===== config.mk =====
export PLATFORM = sky130hd
export DESIGN_NAME = pcf_regs
export DESIGN_NICKNAME = d
export VERILOG_FILES = /design/src/hdl/pcf_err_cnt.v /design/src/hdl/pcf_rst_seq.v /design/src/hdl/pcf_regs.v
export VERILOG_INCLUDE_DIRS = /design/src /design/src/hdl
export SDC_FILE = /design/constraint.sdc
export NUM_CORES = 1
export LEC_CHECK = 0
export BUFFER_PORTS_ARGS = -buffer_cell sky130_fd_sc_hd__buf_2
export CELL_PAD_IN_SITES_DETAIL_PLACEMENT = 0
export CELL_PAD_IN_SITES_GLOBAL_PLACEMENT = 1
export CORE_ASPECT_RATIO = 0.5
export CORE_MARGIN = 2
export CORE_UTILIZATION = 30
export DETAILED_ROUTE_END_ITERATION = 12
export PLACE_DENSITY_LB_ADDON = 0.1
export SLEW_MARGIN = 0
export SYNTH_ARGS = -nofsm -noshare
export SYNTH_HDL_FRONTEND = slang
export SYNTH_SLANG_ARGS = --single-unit

===== constraint.sdc =====
create_clock -name mclk_in -period 5.2 [get_ports mclk_in]
set_input_delay 0.26 -clock mclk_in [delete_from_list [all_inputs] [get_ports mclk_in]]
set_output_delay 0.26 -clock mclk_in [all_outputs]
set_load 0.1 [all_outputs]

===== src/hdl/pcf_defs.vh =====
// constants for the copper/fiber management register slice
`ifndef PCF_DEFS_VH
`define PCF_DEFS_VH
// register indices; byte address is four times the index
`define PCF_IDX_FIBER_CONTROL 5'h00
`define PCF_IDX_COPPER_CONTROL_TWO 5'h14
`define PCF_IDX_RECEIVE_ERROR_COUNTER 5'h15
`define PCF_IDX_PAGE_SELECT 5'h16
`define PCF_IDX_PORT_INTERRUPT_SUMMARY 5'h17
`define PCF_IDX_LAST_PAGED 5'h1C
// pages
`define PCF_PAGE_COPPER 8'h00
`define PCF_PAGE_FIBER 8'h01
// copper_control_two fields
`define PCF_CC2_RESET 16'h0020
`define PCF_CC2_IPG_KEEP_BIT 6
// fiber_control fields
`define PCF_FC_RESET_BIT 15
`define PCF_FC_LOOPBACK_BIT 14
`define PCF_FC_SPEED_LSB_BIT 13
`define PCF_FC_SPEED_MSB_BIT 6
`define PCF_FC_SPEED_LSB_RESET 1'b0
`define PCF_FC_SPEED_MSB_RESET 1'b1
// media mode codes
`define PCF_MODE_100FX 2'h0
`define PCF_MODE_1000X 2'h1
`define PCF_MODE_SGMII 2'h2
`define PCF_MODE_SW 2'h3
// speed codes, msb then lsb
`define PCF_SPEED_1000 2'h2
`define PCF_SPEED_100 2'h1
`define PCF_SPEED_10 2'h0
// receive error counter
`define PCF_ERR_MAX 16'hFFFF
// fiber soft reset duration
`define PCF_CLK_PERIOD_NS 4
`define PCF_FIBER_RST_NS 100
`define PCF_FIBER_RST_CYC ((`PCF_FIBER_RST_NS + `PCF_CLK_PERIOD_NS - 1) / `PCF_CLK_PERIOD_NS)
`endif


===== src/hdl/pcf_err_cnt.v =====
// saturating receive error counter, cleared by a read capture
`timescale 1ns/1ps
`include "pcf_defs.vh"
module pcf_err_cnt (
  // clock and reset
  input wire mclk_in,
  input wire reset_in,
  // events and clear
  input wire false_carrier_in,
  input wire symbol_error_in,
  input wire clear_in,
  // count
  output reg [15:0] count_q_out
);
  wire [16:0] events_w;
  wire [16:0] sum_w;
  reg [15:0] count_d;

  // both kinds of receive error are counted, two in one cycle add two
  assign events_w = {16'h0000, false_carrier_in} + {16'h0000, symbol_error_in};
  assign sum_w = {1'b0, count_q_out} + events_w;

  always @*
  begin
    // events in the clearing cycle are kept, not lost
    if (clear_in)
      count_d = events_w[15:0];
    else if (sum_w[16])
      count_d = `PCF_ERR_MAX;
    else
      count_d = sum_w[15:0];
  end

  always @(posedge mclk_in or posedge reset_in)
  begin
    if (reset_in)
      count_q_out <= 16'h0000;
    else
      count_q_out <= count_d;
  end
endmodule // pcf_err_cnt


===== src/hdl/pcf_rst_seq.v =====
// fixed-length fiber soft reset sequencer
`timescale 1ns/1ps
`include "pcf_defs.vh"
module pcf_rst_seq (
  // clock and reset
  input wire mclk_in,
  input wire reset_in,
  // control
  input wire start_in,
  output reg busy_q_out
);
  localparam integer RST_CYC_I = `PCF_FIBER_RST_CYC;
  localparam [7:0] RST_CYC = RST_CYC_I[7:0];
  reg [7:0] cnt_q;

  always @(posedge mclk_in or posedge reset_in)
  begin
    if (reset_in)
    begin
      busy_q_out <= 1'b0;
      cnt_q <= 8'h00;
    end
    else if (start_in)
    begin
      // a new start restarts the full reset period
      busy_q_out <= 1'b1;
      cnt_q <= RST_CYC - 8'h01;
    end
    else if (busy_q_out)
    begin
      if (cnt_q == 8'h00)
        busy_q_out <= 1'b0;
      else
        cnt_q <= cnt_q - 8'h01;
    end
  end
endmodule // pcf_rst_seq


===== src/hdl/pcf_regs.v =====
// paged copper/fiber management registers behind an avalon-mm slave
`timescale 1ns/1ps
`include "pcf_defs.vh"
// Overview of operation
// - bit 6 clear breaks link on short IPG
// - four bits invert transmit polarity per pair
// - error counter pegs at all ones
// - false carrier and symbol errors both count
// - page field selects page, upper byte zero
// - bit 0 shows port interrupt, rest zero
// - fiber reset bit self-clears after reset
// - fiber reset touches only page one
// - loopback returns transmit data, breaks media link
// - loopback speed follows the media mode
// - mode 00 lsb reads 1, 01 reads 0
// - mode 10 lsb reads 100 Mb/s status
// - mode 11 speed bits writable, encode speed
module pcf_regs (
  // clock and reset
  input wire mclk_in,
  input wire reset_in,
  // avalon-mm slave
  input wire [6:0] avs_address_in,
  input wire avs_read_in,
  input wire avs_write_in,
  input wire [31:0] avs_writedata_in,
  input wire [3:0] avs_byteenable_in,
  output reg [31:0] avs_readdata_out,
  output wire avs_waitrequest_out,
  // copper receive error events
  input wire false_carrier_in,
  input wire symbol_error_in,
  // copper control
  output wire ipg_link_break_out,
  output wire [3:0] media_pair_pins_tx_invert_out,
  // port interrupt and status
  input wire port_irq_in,
  input wire [1:0] media_mode_in,
  input wire [1:0] phy_speed_in,
  output wire [7:0] page_out,
  // fiber control
  output wire fiber_sm_reset_out,
  output wire loopback_en_out,
  output wire media_link_break_out,
  output wire [1:0] loopback_speed_out,
  // internal data bus
  input wire [7:0] int_txd_in,
  input wire int_tx_en_in,
  input wire [7:0] media_rxd_in,
  input wire media_rx_dv_in,
  output reg [7:0] int_rxd_out,
  output reg int_rx_dv_out
);
  // bus handshake state
  reg ack_q;
  wire req_w;
  wire rd_cap_w;
  wire wr_acc_w;
  wire [4:0] idx_w;
  wire [15:0] wmask_w;
  wire [15:0] wdata_w;

  // register state
  reg [15:0] cc2_q;
  reg [7:0] page_q;
  reg loopback_q;
  reg speed_lsb_q;
  reg speed_msb_q;
  wire [15:0] err_count_w;
  wire rst_busy_w;

  // decode and read mux
  reg sel_fc;
  reg sel_cc2;
  reg sel_err;
  reg sel_page;
  reg sel_irq;
  reg [15:0] rdata_d;
  reg speed_lsb_rd;
  reg speed_msb_rd;
  reg [1:0] lb_speed_sel;
  wire fc_wr_w;
  wire start_rst_w;

  // one wait cycle on every access: read data is captured in the first
  // cycle so it can come straight from a flip-flop at the accepting edge
  assign req_w = avs_read_in | avs_write_in;
  assign avs_waitrequest_out = req_w & ~ack_q;
  assign rd_cap_w = avs_read_in & ~ack_q;
  assign wr_acc_w = avs_write_in & ack_q;
  assign idx_w = avs_address_in[6:2];
  assign wdata_w = avs_writedata_in[15:0];

  genvar gi;
  generate
    for (gi = 0; gi < 16; gi = gi + 1)
    begin : g_lane
      assign wmask_w[gi] = avs_byteenable_in[gi / 8];
    end
  endgenerate

  always @(posedge mclk_in or posedge reset_in)
  begin
    if (reset_in)
      ack_q <= 1'b0;
    else
      ack_q <= req_w & ~ack_q;
  end

  // address decode: page select is visible on every page
  always @*
  begin
    sel_fc = 1'b0;
    sel_cc2 = 1'b0;
    sel_err = 1'b0;
    sel_page = 1'b0;
    sel_irq = 1'b0;
    if (idx_w == `PCF_IDX_PAGE_SELECT)
      sel_page = 1'b1;
    // indices past the paged range are unmapped on every page
    else if (idx_w > `PCF_IDX_LAST_PAGED)
      sel_page = 1'b0;
    else if (page_q == `PCF_PAGE_FIBER)
      sel_fc = (idx_w == `PCF_IDX_FIBER_CONTROL);
    else if (page_q == `PCF_PAGE_COPPER)
    begin
      if (idx_w == `PCF_IDX_COPPER_CONTROL_TWO)
        sel_cc2 = 1'b1;
      else if (idx_w == `PCF_IDX_RECEIVE_ERROR_COUNTER)
        sel_err = 1'b1;
      else if (idx_w == `PCF_IDX_PORT_INTERRUPT_SUMMARY)
        sel_irq = 1'b1;
    end
  end

  // speed select bits as seen by software, per media mode
  always @*
  begin
    case (media_mode_in)
      `PCF_MODE_100FX:
      begin
        speed_lsb_rd = 1'b1;
        speed_msb_rd = 1'b0;
      end
      `PCF_MODE_1000X:
      begin
        speed_lsb_rd = 1'b0;
        speed_msb_rd = 1'b1;
      end
      `PCF_MODE_SGMII:
      begin
        speed_lsb_rd = (phy_speed_in == `PCF_SPEED_100);
        speed_msb_rd = (phy_speed_in == `PCF_SPEED_1000);
      end
      default:
      begin
        speed_lsb_rd = speed_lsb_q;
        speed_msb_rd = speed_msb_q;
      end
    endcase
  end

  // read data; unmapped addresses and reserved bits read zero, except copper control two, which reads back as stored
  always @*
  begin
    rdata_d = 16'h0000;
    if (sel_fc)
    begin
      rdata_d[`PCF_FC_RESET_BIT] = rst_busy_w;
      rdata_d[`PCF_FC_LOOPBACK_BIT] = loopback_q;
      rdata_d[`PCF_FC_SPEED_LSB_BIT] = speed_lsb_rd;
      rdata_d[`PCF_FC_SPEED_MSB_BIT] = speed_msb_rd;
    end
    else if (sel_cc2)
      rdata_d = cc2_q;
    else if (sel_err)
      rdata_d = err_count_w;
    else if (sel_page)
      rdata_d = {8'h00, page_q};
    else if (sel_irq)
      rdata_d = {15'h0000, port_irq_in};
  end

  always @(posedge mclk_in or posedge reset_in)
  begin
    if (reset_in)
      avs_readdata_out <= 32'h00000000;
    else if (rd_cap_w)
      avs_readdata_out <= {16'h0000, rdata_d};
  end

  // copper control two: reserved bits are stored as written, the
  // register relies on software writing their reset values back
  always @(posedge mclk_in or posedge reset_in)
  begin
    if (reset_in)
      cc2_q <= `PCF_CC2_RESET;
    else if (wr_acc_w && sel_cc2)
      cc2_q <= (cc2_q & ~wmask_w) | (wdata_w & wmask_w);
  end

  assign ipg_link_break_out = ~cc2_q[`PCF_CC2_IPG_KEEP_BIT];
  assign media_pair_pins_tx_invert_out = cc2_q[3:0];

  // page select
  always @(posedge mclk_in or posedge reset_in)
  begin
    if (reset_in)
      page_q <= 8'h00;
    // upper byte is read-only zero, so only lane 0 is stored
    else if (wr_acc_w && sel_page && avs_byteenable_in[0])
      page_q <= wdata_w[7:0];
  end

  assign page_out = page_q;

  // receive error counter, cleared by the read that captures it
  pcf_err_cnt u_err_cnt (
    .mclk_in(mclk_in),
    .reset_in(reset_in),
    .false_carrier_in(false_carrier_in),
    .symbol_error_in(symbol_error_in),
    .clear_in(rd_cap_w && sel_err),
    .count_q_out(err_count_w)
  );

  // fiber control
  assign fc_wr_w = wr_acc_w && sel_fc;
  // a second start while busy restarts the period; other fiber writes are dropped
  assign start_rst_w = fc_wr_w && avs_byteenable_in[1] && wdata_w[`PCF_FC_RESET_BIT];

  pcf_rst_seq u_rst_seq (
    .mclk_in(mclk_in),
    .reset_in(reset_in),
    .start_in(start_rst_w),
    .busy_q_out(rst_busy_w)
  );

  assign fiber_sm_reset_out = rst_busy_w;

  // soft reset clears only the page one loopback; speed bits retain
  always @(posedge mclk_in or posedge reset_in)
  begin
    if (reset_in)
    begin
      loopback_q <= 1'b0;
      speed_lsb_q <= `PCF_FC_SPEED_LSB_RESET;
      speed_msb_q <= `PCF_FC_SPEED_MSB_RESET;
    end
    else if (start_rst_w || rst_busy_w)
      loopback_q <= 1'b0;
    else if (fc_wr_w)
    begin
      if (avs_byteenable_in[1])
        loopback_q <= wdata_w[`PCF_FC_LOOPBACK_BIT];
      if (avs_byteenable_in[1] && media_mode_in == `PCF_MODE_SW)
        speed_lsb_q <= wdata_w[`PCF_FC_SPEED_LSB_BIT];
      if (avs_byteenable_in[0] && media_mode_in == `PCF_MODE_SW)
        speed_msb_q <= wdata_w[`PCF_FC_SPEED_MSB_BIT];
    end
  end

  assign loopback_en_out = loopback_q;
  assign media_link_break_out = loopback_q;

  // loopback rate is fixed by fiber modes, otherwise the speed bits
  always @*
  begin
    case (media_mode_in)
      `PCF_MODE_100FX:
        lb_speed_sel = `PCF_SPEED_100;
      `PCF_MODE_1000X:
        lb_speed_sel = `PCF_SPEED_1000;
      default:
        lb_speed_sel = {speed_msb_rd, speed_lsb_rd};
    endcase
  end

  assign loopback_speed_out = lb_speed_sel;

  // internal receive bus: one register stage in both paths
  // so switching loopback never changes the receive latency
  always @(posedge mclk_in or posedge reset_in)
  begin
    if (reset_in)
    begin
      int_rxd_out <= 8'h00;
      int_rx_dv_out <= 1'b0;
    end
    else if (loopback_q)
    begin
      int_rxd_out <= int_txd_in;
      int_rx_dv_out <= int_tx_en_in;
    end
    else
    begin
      int_rxd_out <= media_rxd_in;
      int_rx_dv_out <= media_rx_dv_in;
    end
  end
endmodule // pcf_regs


==> metrics.cfg, run 1 <==
[power_and_ir_drop]
p_per_area_nw_per_um2=380
p_sw_frac=0.361
pwr-share-comb=0.249
power_switching_w=0.000670
p_seq_frac=0.399
leakage_nw=2.29
pwr-share-clk=0.351
p_total_w=0.00186
vdd_drop_max_mv=0.117
intPower_w=0.00119

[placement]
numPortBuffers=95
post-place-cells=623
place_congestion=0.755
hpwl_um=7450
place_area_um2=4570

[critical_path]
worstPathCellList=ha_1, inv_1, fa_1, nand3b_1, nor3_1, nand3_1, and3b_1, a21oi_1
slowest_stage=nand3_1
timing.rr.start=u_err_cnt.count_q_out[0]
cp.arrival_ps=3160
critPathRequiredTime_ps=5460
critPathKind=flop to flop
end_kind=flop
crit_family=simple AND/OR/NAND/NOR gates
r2r_slack_ps=2300
reg2regPathDepth=8
cp_max_fo=14
worst_path_largest_cell_delay_ps=580
cp-start-kind=flop
crit_buf_inv=1
timing.rr.end=u_err_cnt.count_q_out[1]

[routing]
viasPerCell=4.75
drtPass1Iterations=4
routed_wl_um=10100
postRouteAntennaNets=0
first_iter_violations=155
wl_per_cell_um=15.8
vias=3042
drc=0

[finish]
antennaDiodeCount=0
area_growth_pct=20.8
nNetsFinal=543
layout_commonest_cell=buf_2
fin_cells=640
design_area_um2=4890
final_cell_mix=buf_2 (95), dfrtp_1 (76), mux2_2 (37)
drive_gt1_frac=0.349

[logic_synthesis]
synth-async-reset-ratio=1.00
synth.top_cell.area_share=0.470
synth_ff_type=dfrtp_1
ys_ff_latch=78
ys_top_cells_by_area=dfrtp_1 (47%), mux2_2 (10%), buf_4 (3.9%)
yosysTopAreaCell=dfrtp_1
seq_area_frac_synth=0.483
ys.warnings.count=0
synth_edf_count=0
avgSynthCellArea_um2=10.7
syn_area_um2=4050
synth_cell_type_count=53
syn_inst=379

[global_route]
grt_pass1_wl_um=16300
grt-ovfl-total=0
grt.total_usage=0.148
grt_max_degree=48
grt_pass1_vias=2997
antenna_found_initial=0

[timing]
setup_tns_ps=0
relSlewSlack=0.313
drv_slew=0
setup_viol=0
finalHoldViolations=0
hold_ws_ps=144
rsz0062_at_grt=false
tightest_slew_ps=1030
period_share=0.557
skew_ps=8.54
max_freq_mhz=345
period_needed_ps=2900

[clock_tree]
clk_path_buf_depth=2
cts_resized=0
tritoncts=built
htreeDepth=3
clk_latency_ps=340
clockRootBuffer=clkbuf_16
cts-buffers-inserted=9
clkSlewWorstSetupHoldPaths_ps=70
clkSinkCount=78

[die]
fp.dieH_um=86.1
rows=29
start_util=0.313
die_area_um2=14500
die_width_um=168
core_um2=12900
io_pins=132

[min_path]
hold_class=input port to flop
hold_depth=2
hold_start=avs_writedata_in[10]

[job]
drv_cap=0

[status]
status=finished, final reports clean

==> Yosys cell counts, types with 5 or more instances <==
master	n
clkbuf_1	9
nor2_1	16
and3_1	5
buf_4	21
a22oi_1	9
o21a_1	7
xnor2_1	6
dfrtp_1	76
a21oi_1	21
o21ai_0	18
xor2_1	10
nand3_1	9
mux2_2	37
nand2b_1	9
o31ai_1	8
ha_1	5
mux2i_1	6
inv_1	10
nand2_1	33
nor3_1	5
==> worst max path at each step <==
stage,start,end,slack (ps),depth (start not counted)
global placement,false_carrier_in,u_err_cnt.count_q_out[1],1960,10
floorplan,page_out[3],avs_readdata_out[0],2560,7
CTS,u_err_cnt.count_q_out[0],u_err_cnt.count_q_out[1],2250,8
finish,u_err_cnt.count_q_out[0],u_err_cnt.count_q_out[1],2300,8
detailed placement,false_carrier_in,u_err_cnt.count_q_out[1],1930,10
global route,u_err_cnt.count_q_out[0],u_err_cnt.count_q_out[0],2030,8
==> kinds of logic (layout without fill, tap and decap cells) <==
family,count (synthesis),count (layout),share of synthesized area
flops,78,78,0.483
other cells,1,16,0.000927
xor+xnor,16,16,0.0346
simple gates,114,114,0.160
mux,43,43,0.118
buf+inv,48,124,0.0690
fa+ha+maj,6,6,0.0204
compound gates,73,73,0.114
==> power by group through the flow <==
stage                     clock network (W)  registers, W  logic, W
after floorplan                           0      0.000839  0.000288
after global placement                    0      0.000752  0.000464
after detailed placement                  0      0.000751  0.000465
after CTS                          0.000666      0.000742  0.000467
after global routing               0.000692      0.000754  0.000500
final                              0.000652      0.000741  0.000462
==> stage by stage <==
stage	worst slack, ps	util
2_1_floorplan	2560	-
3_3_place_gp	1960	0.354
3_5_place_dp	1930	0.354
4_1_cts	2250	0.378
5_1_grt	2030	0.378
6_report	2300	0.378
==> metal layers <==
metal | global-route usage | wire (µm)
met1 | 0.203 | 5050
met2 | 0.234 | 4530
met3 | 0.0369 | 447
met4 | 0.0400 | 114
met5 | 0 | 0
==> layout make-up <==
type / count / area, µm²
Inverter: 10 / 38.8
Clock inverter: 7 / 80.1
Fill cell: 1349 / 8030
Multi-Input combinational cell: 268 / 1870
Tap cell: 170 / 213
Sequential cell: 78 / 1950
Timing Repair Buffer: 98 / 500
Clock buffer: 9 / 225
==> worst reg2reg max path, cell delays in order, from the launching register on <==
cell	delay [ps]
dfrtp_1	350
ha_1	160
inv_1	50
fa_1	390
nand3b_1	230
nor3_1	570
nand3_1	590
and3b_1	370
a21oi_1	110
==> what timing repair did <==
item | CTS | global route
endpoints found under the hold margin | 31 | 0
setup endpoints to repair | 0 | 0
buffers inserted | 0 | 0
hold buffers | 1 | 0
No activity file was read; power rests on OpenSTA's default activity.
==> run 2, diff against run 1 <==
==> constraint.sdc (replaced) <==
create_clock -name mclk_in -period 2.9 [get_ports mclk_in]
set_input_delay 0.145 -clock mclk_in [delete_from_list [all_inputs] [get_ports mclk_in]]
set_output_delay 0.145 -clock mclk_in [all_outputs]
set_load 0.1 [all_outputs]
==> metrics.cfg, run 2 (synthesis results as in run 1) <==
[clock_tree]
htreeDepth=3
clockRootBuffer=clkbuf_16
postCtsSetupBuffers=0
clk_latency_ps=340
clkSlewWorstSetupHoldPaths_ps=60
tritoncts=built
clk_path_buf_depth=2
cts-buffers-inserted=9
cts_resized=0
clkSinkCount=78

[critical_path]
cp.arrival_ps=2640
critPathRequiredTime_ps=3120
worst_path_largest_cell_delay_ps=600
reg2regPathDepth=4
r2r_slack_ps=480
crit_buf_inv=0
timing.rr.start=page_out[3]
cp-start-kind=flop
critPathKind=flop to flop
worstPathCellList=or4_4, or2_1, nor3_4, mux2_2
crit_family=simple AND/OR/NAND/NOR gates
end_kind=flop
critPathLaunch=page_out[3]
slowest_stage=or4_4
cp_max_fo=9

[timing]
max_freq_mhz=414
hold_ws_ps=33.2
period_needed_ps=2420
skew_ps=6.92
period_share=0.833
relSlewSlack=0.337
finalHoldViolations=0
setup_viol=0
tightest_slew_ps=994
setup_tns_ps=0
drv_slew=0
rsz0062_at_grt=false

[routing]
drtPass1Iterations=4
routed_wl_um=10400
postRouteAntennaNets=0
wl_per_cell_um=16.0
vias=3044
first_iter_violations=108
drc=0
viasPerCell=4.69

[min_path]
hold_class=input port to flop
hold_depth=2
min_to=int_rxd_out[0]
hold_start=media_rxd_in[0]

[finish]
seqCellArea_um2=1950
final_cell_mix=buf_2 (95), dfrtp_1 (76), mux2_2 (37)
multi_input_area_um2=1870
nNetsFinal=552
antennaDiodeCount=0
layout_commonest_cell=buf_2
n_fill_cell=1322
drive_gt1_frac=0.361
design_area_um2=4970
area_growth_pct=22.8

[global_route]
use_met3=0.0388
busiest_layer=met2
use_met1=0.203
grt.total_usage=0.150
grt_max_degree=44
antenna_found_initial=0
grt_pass1_wl_um=16400
grt-ovfl-total=0
grt_pass1_vias=3041
met2_usage=0.237

[power_and_ir_drop]
p_per_area_nw_per_um2=671
p_total_w=0.00334
leakage_nw=2.35
vdd_drop_max_mv=0.281

[placement]
place_congestion=0.745
hpwl_um=7650
numPortBuffers=95
place_area_um2=4650

[die]
io_pins=132
start_util=0.313
core_um2=12900
fp.dieH_um=86.1
die_area_um2=14500
die_width_um=168
rows=29

[job]
drv_cap=0

[status]
status=finished, final reports clean

-- run 2: cell types whose count changed in the layout (fill, tap and decap cells not counted), sizes merged --
cell,before,now
buf,97,106
clkinv,2,4
clkbuf,9,10
inv,12,10
clkinvlp,2,1
-- run 2: through the flow --
step,util,setup WS (ps),cells
detailed placement,0.360,405,632
floorplan,-,255,394
global route,0.385,362,649
global placement,0.360,418,632
finish,0.385,483,649
CTS,0.385,465,649
-- run 2: report_power, final --
part	switching, W	internal [W]
Clock	0.000478	0.000695
Combinational	0.000592	0.000239
Sequential	0.000117	0.00121
Total	0.00119	0.00215
-- run 2: final cells by class --
| cell class | instances | share of cell area |
|---|---|---|
| Sequential cell | 78 | 0.393 |
| Inverter | 10 | 0.00781 |
| Clock inverter | 6 | 0.0139 |
| Timing Repair Buffer | 107 | 0.117 |
| Clock buffer | 10 | 0.0481 |
| Tap cell | 170 | 0.0428 |
| Multi-Input combinational cell | 268 | 0.377 |
-- run 2: worst max path at each step --
stage / to / cells after the start / slack [ps]
2_1_floorplan: avs_readdata_out[0] / 7 / 260
3_3_place_gp: u_err_cnt.count_q_out[13] / 10 / 420
3_5_place_dp: u_err_cnt.count_q_out[10] / 10 / 400
4_1_cts: flop / 4 / 460
5_1_grt: u_err_cnt.count_q_out[10] / 8 / 360
6_report: flop / 4 / 480
-- run 2: repair_timing --
item | CTS | global route
hold buffers | 1 | 0
endpoints found under the setup margin | 0 | 0
endpoints found under the hold margin | 33 | 0
-- run 2: metal layers --
metal / vias to the layer above / routed length, µm
li1: 1503 / -
met1: 1469 / 5230
met2: 66 / 4650
met3: 6 / 442
met4: 0 / 79
met5: - / 0
